**config.mk**
```make
export PLATFORM = sky130hd
export DESIGN_NAME = cog_output_ctrl
export DESIGN_NICKNAME = d
export VERILOG_FILES = /design/src/hw/cog_pkg.sv /design/src/hw/cog_output_ctrl.sv
export SDC_FILE = /design/constraint.sdc
export NUM_CORES = 1
export LEC_CHECK = 0
export ABC_CLOCK_PERIOD_IN_PS = 5200
export BUFFER_PORTS_ARGS = -buffer_cell sky130_fd_sc_hd__buf_2
export CORE_ASPECT_RATIO = 1.4
export CORE_MARGIN = 1.5
export CORE_UTILIZATION = 50
export DETAILED_ROUTE_END_ITERATION = 12
export GPL_ROUTABILITY_DRIVEN = 1
export PLACE_DENSITY = 0.77
export SETUP_SLACK_MARGIN = 0.15
export SLEW_MARGIN = 0
export SYNTH_ARGS = -nofsm -noshare
export SYNTH_HDL_FRONTEND = slang
export SYNTH_SLANG_ARGS = --single-unit
```
**constraint.sdc**
```tcl
create_clock -name MCLK -period 5.2 [get_ports MCLK]
set_input_delay 0.52 -clock MCLK [delete_from_list [all_inputs] [get_ports MCLK]]
set_output_delay 0.52 -clock MCLK [all_outputs]
set_load 0.005 [all_outputs]
```
**src/hw/cog_pkg.sv**
```systemverilog
// Package with register map, field positions, reset values and timing for output gating control
package cog_pkg;
  // ----------------------------------------------------------------
  // Register offsets
  // ----------------------------------------------------------------
  localparam logic [7:0] COG_REG_CTRL = 8'h88;
  localparam logic [7:0] COG_REG_MON_HIGH = 8'h8A;
  localparam logic [7:0] COG_REG_MON_LOW = 8'h8B;
  localparam logic [7:0] COG_REG_NVM_REV = 8'hB9;
  // ----------------------------------------------------------------
  // Field positions
  // ----------------------------------------------------------------
  localparam int COG_CTRL_SOFT_RESET_BIT = 7;
  localparam int COG_CTRL_CAL_START_BIT = 6;
  localparam int COG_MON_HIGH_BIT = 0;
  localparam int COG_MON_LOW_BIT = 4;
  // ----------------------------------------------------------------
  // Reset values and unmapped read value
  // ----------------------------------------------------------------
  localparam logic [7:0] COG_MON_HIGH_RESET = 8'h0F;
  localparam logic [7:0] COG_MON_LOW_RESET = 8'hFF;
  localparam logic [7:0] COG_UNMAPPED_READ = 8'h00;
  // ----------------------------------------------------------------
  // Monitor select codes
  // ----------------------------------------------------------------
  localparam logic [1:0] COG_MON_OFF = 2'h0;
  localparam logic [1:0] COG_MON_RESERVED = 2'h1;
  localparam logic [1:0] COG_MON_SLOW = 2'h2;
  localparam logic [1:0] COG_MON_NORMAL = 2'h3;
  // ----------------------------------------------------------------
  // Timing
  // ----------------------------------------------------------------
  localparam int COG_CLK_KHZ = 40000;
  localparam int COG_CAL_TIMEOUT_US = 1000;
  localparam int COG_CAL_TIMEOUT_CYC = COG_CAL_TIMEOUT_US * COG_CLK_KHZ / 1000;
endpackage

```
**src/hw/cog_output_ctrl.sv**
```systemverilog
// Output gating, calibration tracking, monitor select, reset and alarm pin control
module cog_output_ctrl
  import cog_pkg::*;
#(
  parameter int NUM_EVENTS = 4,
  parameter int CAL_TIMEOUT_CYC = COG_CAL_TIMEOUT_CYC,
  parameter logic [7:0] NVM_REVISION = 8'h5A, // Arbitrary value
  parameter logic [1:0] SPEED_GRADE = 2'h0 // Arbitrary value
)
(
  input wire logic MCLK,
  input wire logic RESET,
  input wire logic RST_N,
  input wire logic [7:0] REG_ADDR,
  input wire logic [7:0] REG_WDATA,
  input wire logic REG_WE,
  input wire logic REG_RE,
  output logic [7:0] REG_RDATA,
  input wire logic OUTPUT_KEEP_RUNNING,
  input wire logic SQUELCH_UNTIL_CALIBRATED,
  input wire logic IRQ_PIN_ENABLE,
  input wire logic IRQ_PIN_POLARITY,
  input wire logic INPUT_ALARM_PIN_ENABLE,
  input wire logic INPUT_ALARM_POLARITY,
  input wire logic INPUT_SIGNAL_ABSENT,
  input wire logic PLL_UNLOCK_INDICATION,
  input wire logic [NUM_EVENTS-1:0] EVENT_SET,
  input wire logic [NUM_EVENTS-1:0] EVENT_CLEAR,
  input wire logic [NUM_EVENTS-1:0] EVENT_MASK,
  output logic SYNTHESIZED_OUTPUT_EN,
  output logic CAL_START,
  output logic CAL_BUSY,
  output logic SLOW_ABSENCE_MONITOR_EN,
  output logic NORMAL_ABSENCE_MONITOR_EN,
  output logic SHARED_ALARM_PIN_O,
  output logic SHARED_ALARM_PIN_OE
);
  localparam int CW = $clog2(CAL_TIMEOUT_CYC + 1);
  localparam logic [CW-1:0] CAL_LAST = CW'(CAL_TIMEOUT_CYC - 1);

  // ----------------------------------------------------------------
  // State
  // ----------------------------------------------------------------
  typedef struct packed {
    logic soft_reset;
    logic mon_high;
    logic mon_low;
    logic cal_active;
    logic [CW-1:0] cal_cnt;
    logic cal_done;
    logic cal_good;
    logic [NUM_EVENTS-1:0] flags;
    logic out_en;
    logic cal_start;
    logic slow_en;
    logic norm_en;
    logic pin_o;
    logic pin_oe;
    logic [7:0] rdata;
  } cog_state_t;

  localparam cog_state_t COG_STATE_RESET = '{
    soft_reset: 1'b0,
    mon_high: COG_MON_HIGH_RESET[COG_MON_HIGH_BIT],
    mon_low: COG_MON_LOW_RESET[COG_MON_LOW_BIT],
    cal_active: 1'b0,
    cal_cnt: '0,
    cal_done: 1'b0,
    cal_good: 1'b0,
    flags: '0,
    out_en: 1'b0,
    cal_start: 1'b0,
    slow_en: 1'b0,
    norm_en: 1'b0,
    pin_o: 1'b0,
    pin_oe: 1'b0,
    rdata: 8'h00
  };

  cog_state_t s;
  cog_state_t next_s;

  function automatic logic cog_wr(input logic [7:0] addr, input logic [7:0] a, input logic we);
    cog_wr = we && (addr == a);
  endfunction

  logic int_reset;
  logic [1:0] mon_code;
  logic any_irq;
  logic start_req;

  assign int_reset = !RST_N || s.soft_reset;
  assign mon_code = {s.mon_high, s.mon_low};
  assign any_irq = |(s.flags & EVENT_MASK);
  assign start_req = cog_wr(REG_ADDR, COG_REG_CTRL, REG_WE) && REG_WDATA[COG_CTRL_CAL_START_BIT];

  // ----------------------------------------------------------------
  // Next state
  // ----------------------------------------------------------------
  always_comb
  begin
    next_s = s;
    next_s.cal_start = 1'b0;
    // Register writes
    if (cog_wr(REG_ADDR, COG_REG_MON_HIGH, REG_WE))
    begin
      next_s.mon_high = REG_WDATA[COG_MON_HIGH_BIT];
    end
    if (cog_wr(REG_ADDR, COG_REG_MON_LOW, REG_WE))
    begin
      next_s.mon_low = REG_WDATA[COG_MON_LOW_BIT];
    end
    if (cog_wr(REG_ADDR, COG_REG_CTRL, REG_WE))
    begin
      next_s.soft_reset = REG_WDATA[COG_CTRL_SOFT_RESET_BIT];
    end
    // Calibration: start pulse, end on lock or on timeout
    if (start_req)
    begin
      next_s.cal_start = 1'b1;
      next_s.cal_active = 1'b1;
      next_s.cal_cnt = '0;
    end
    else if (s.cal_active)
    begin
      // Lock (no unlock) is not trusted in the start cycle, before the loop has reacted
      if (!PLL_UNLOCK_INDICATION && !s.cal_start)
      begin
        next_s.cal_active = 1'b0;
        next_s.cal_done = 1'b1;
        next_s.cal_good = 1'b1;
      end
      else if (s.cal_cnt == CAL_LAST)
      begin
        next_s.cal_active = 1'b0;
        next_s.cal_done = 1'b1;
      end
      else
      begin
        next_s.cal_cnt = s.cal_cnt + CW'(1);
      end
    end
    // Event flags: set wins over clear
    next_s.flags = (s.flags & ~EVENT_CLEAR) | EVENT_SET;
    // Output gating
    if (OUTPUT_KEEP_RUNNING)
    begin
      next_s.out_en = 1'b1;
    end
    else if (SQUELCH_UNTIL_CALIBRATED)
    begin
      next_s.out_en = s.cal_good;
    end
    else
    begin
      next_s.out_en = s.cal_done;
    end
    // Monitor select decode, reserved code disables both
    next_s.slow_en = (mon_code == COG_MON_SLOW);
    next_s.norm_en = (mon_code == COG_MON_NORMAL);
    // Shared alarm pin
    if (IRQ_PIN_ENABLE)
    begin
      next_s.pin_oe = 1'b1;
      next_s.pin_o = ~(any_irq ^ IRQ_PIN_POLARITY);
    end
    else if (INPUT_ALARM_PIN_ENABLE)
    begin
      next_s.pin_oe = 1'b1;
      next_s.pin_o = ~(INPUT_SIGNAL_ABSENT ^ INPUT_ALARM_POLARITY);
    end
    else
    begin
      next_s.pin_oe = 1'b0;
      next_s.pin_o = 1'b0;
    end
    // Register reads
    next_s.rdata = s.rdata;
    if (REG_RE)
    begin
      unique case (REG_ADDR)
        COG_REG_CTRL: next_s.rdata = {6'h00, SPEED_GRADE};
        COG_REG_MON_HIGH: next_s.rdata = {COG_MON_HIGH_RESET[7:1], s.mon_high};
        COG_REG_MON_LOW: next_s.rdata = {COG_MON_LOW_RESET[7:5], s.mon_low,
                                         COG_MON_LOW_RESET[3:0]};
        COG_REG_NVM_REV: next_s.rdata = NVM_REVISION;
        default: next_s.rdata = COG_UNMAPPED_READ;
      endcase
    end
    // Pin or register reset restores defaults, outputs off
    if (int_reset)
    begin
      next_s = COG_STATE_RESET;
    end
  end

  always_ff @(posedge MCLK or posedge RESET)
  begin
    if (RESET)
    begin
      s <= COG_STATE_RESET;
    end
    else
    begin
      s <= next_s;
    end
  end

  // ----------------------------------------------------------------
  // Outputs
  // ----------------------------------------------------------------
  assign REG_RDATA = s.rdata;
  assign SYNTHESIZED_OUTPUT_EN = s.out_en;
  assign CAL_START = s.cal_start;
  assign CAL_BUSY = s.cal_active;
  assign SLOW_ABSENCE_MONITOR_EN = s.slow_en;
  assign NORMAL_ABSENCE_MONITOR_EN = s.norm_en;
  assign SHARED_ALARM_PIN_O = s.pin_o;
  assign SHARED_ALARM_PIN_OE = s.pin_oe;
endmodule

```
==> results.json <==
{
  "outcome": "finished, final reports clean",
  "tritoncts": "done",
  "worst_clock_skew_ps": 4.75,
  "setup_total_negative_slack_ps": 0,
  "post_cts_hold_buffer_count": 0,
  "endpoint_kind": "register",
  "num_antenna_cells": 0,
  "die_y_extent_um": 77.0,
  "tritoncts.num_buffers": 5,
  "fillerInstances": 336,
  "rsz0062_at_grt": "false",
  "root_buffer": "clkbuf_8",
  "p_per_area_mw_per_mm2": 279,
  "setup_viol": 0,
  "ios": 56,
  "port_buffers": 51,
  "achievable-frequency_ghz": 0.488,
  "worst_reg2reg_setup_slack_ps": 3150,
  "clk_pin_slew_ps": 80,
  "cts-root-to-sink-buffers": 2,
  "final_design_area_no_fill_mm2": 0.00232,
  "worst_path_dominant_cell_family": "simple AND/OR/NAND/NOR gates",
  "clock_latency_ps": 300,
  "wirelength_mm": 3.94,
  "worst_setup_path_start_kind": "register",
  "drv.max_cap_violation_count": 0,
  "final_max_slew_viol_count": 0,
  "grt_start_max_net_pins": 39,
  "num_rows": 26,
  "grt_first_pass_wirelength_mm": 6.84,
  "wl_per_cell_um": 13.6,
  "postSynthNetCount": 244,
  "cp_slowest_stage_delay_ps": 620,
  "finalPower_mw": 0.647,
  "ys_seq_elements": 38,
  "grt_antenna_before_repair": 0,
  "detailedRoute.firstPassIterationCount": 4,
  "cellLeakagePower_nw": 1.05,
  "ys.warnings.count": 0,
  "critPathKind": "reg -> reg",
  "drt_drc_violations_left": 0,
  "tightestPinTransition_ps": 722,
  "synth.top_cells.by_count": "dfrtp_1, nor2_1, a21oi_1",
  "initial_detailed_routing_violation_count": 54,
  "die_x_um": 55.9,
  "synth_cells": 202,
  "post_synth_main_area_contributors": "dfrtp_1, a21oi_1, nor2_1",
  "cp_data_required_time_ps": 5410,
  "place.gp.congestion": 0.812,
  "worst-path-max-fanout": 13,
  "route.antenna.remaining_nets": 0,
  "fraction_of_registers_with_async_set_or_reset_after_synthesis": 1.00,
  "post_dp_cell_area_mm2": 0.00218,
  "timing_hold_violations_final": 0,
  "synth-edff-count": 0,
  "min-delay-path-class": "in -> async",
  "worstPathBufferInverterCount": 0,
  "count_of_instances_resized_after_the_clock_tree_is_built": 0,
  "grt_overflow_total": 0,
  "share_of_the_synthesized_area_in_the_top_cell_type": 0.460,
  "cts_sinks": 38,
  "fin_crit_ps": 2050,
  "synthesis.area_mm2": 0.00196,
  "post_synth_num_cell_types": 52,
  "place_hpwl_mm": 2.80,
  "crit_chain": "or4b_1, nor4_4, o21ai_0, a21oi_1",
  "max_slew_margin": 0.517,
  "fraction_of_final_layout_cells_sized_beyond_drive_strength_1": 0.296,
  "initial_utilization": 0.528,
  "num-nets-final": 288,
  "dieArea_mm2": 0.00430,
  "period_share": 0.394,
  "worst_endpoint_data_arrival_time_ps": 2260,
  "vias_in_the_first_global_route": 1583,
  "critPathSlowestCell": "or4b_1",
  "dp_worst_setup_slack_ps": 3010,
  "yosysMostFrequentCell": "dfrtp_1",
  "vias_per_cell": 5.58,
  "core_area_mm2": 0.00371,
  "postLayoutSetupSlackWorst_ps": 3150,
  "ys_seq_area_frac": 0.487,
  "synth-main-ff-cell": "dfrtp_1",
  "grt_util_all_layers": 0.201,
  "area_growth_syn_to_layout_pct": 18.5,
  "ir_drop_uv": 231,
  "cts.repair_timing.setup_buffer_count": 0,
  "syn_avg_cell_area_um2": 9.69,
  "route.vias.total": 1614,
  "cts_max_level": 2,
  "synth_top_cell_by_area": "dfrtp_1"
}
## cells by family (layout without fill, tap and decap cells)
| kind of cell | count (synthesis) | count (layout) | synth area share |
|---|---|---|---|
| xor gates and xnor gates | 8 | 8 | 0.0358 |
| DFF | 38 | 38 | 0.487 |
| and+or+nand+nor | 87 | 87 | 0.267 |
| buffers and inverters | 23 | 68 | 0.0620 |
| muxes | 2 | 2 | 0.0102 |
| AOI/OAI and AO/OA | 43 | 43 | 0.132 |
| adders and majority gates | 1 | 1 | 0.00639 |
## final cells by class
cell class / count / area (um2) / area share
inverters: 8 / 30.0 / 0.0130
clock inverters: 3 / 68.8 / 0.0297
multi-input cells: 141 / 882 / 0.380
clock buffers: 5 / 68.8 / 0.0297
well taps: 42 / 52.6 / 0.0227
repair buffers: 52 / 263 / 0.113
flip-flops and latches: 38 / 953 / 0.411
## final timing paths
path	start	endpoint	cells after the start
max	s[26]	s[25]	4
min	RESET	s[33]	3
max reg2reg	s[26]	s[25]	4
min reg2reg	s[19]	s[19]	2
max in group asynchronous	RESET	mon_code[0]	3
min in group MCLK	IRQ_PIN_ENABLE	SHARED_ALARM_PIN_O	2
## power by group
group	internal, mW	leakage [nW]	switching, mW
Sequential	0.299	0.513	0.00155
Combinational	0.0187	0.471	0.0232
Clock	0.192	0.0683	0.112
## layout by cell type (no fill, tap or decap), drive strengths merged, types with 2 or more instances in the layout
cell type  netlist  final
inv              8      8
and3             2      2
nor2            21     21
bufinv           0      2
dfstp            2      2
nor4             5      5
a21oi           16     16
nand2           12     12
mux2i            2      2
nor4b            2      2
nand4            7      7
or4b             2      2
nand3            5      5
nor2b            4      4
nor3             4      4
o31ai            2      2
or3             10     10
buf             10     52
o21ai           14     14
o211ai           2      2
nand2b           3      3
xnor2            8      8
or4              3      3
dfrtp           36     36
clkbuf           5      5
## metal layers
layer  vias to the layer above  global-route usage  share of wire
li1                        807                   -              -
met5                         -                   0              0
met4                         0              0.0643          0.014
met3                         6              0.0523          0.046
met1                       759               0.236           0.41
met2                        42               0.355           0.53
## worst min-delay path, cell delays in order
cell	delay, ps
buf_2	100
inv_1	40
buf_4	400
## state kept, by name (all words and copies together), names as in the netlist
name / count
CAL_BUSY: 1
CAL_START: 1
NORMAL_ABSENCE_MONITOR_EN: 1
REG_RDATA: 6
SHARED_ALARM_PIN_O: 1
SHARED_ALARM_PIN_OE: 1
SLOW_ABSENCE_MONITOR_EN: 1
SYNTHESIZED_OUTPUT_EN: 1
mon_code: 2
s: 23
## per-stage QoR
stage / hold WS, ps / instances / utilization
final: 317 / 289 / 0.625
after global routing: 373 / 289 / 0.625
after CTS: 341 / 289 / 0.625
after detailed placement: 480 / 281 / 0.588
after global placement: 474 / 281 / 0.588
after floorplan: 448 / 202 / -
Power figures use the tool's default switching activity.
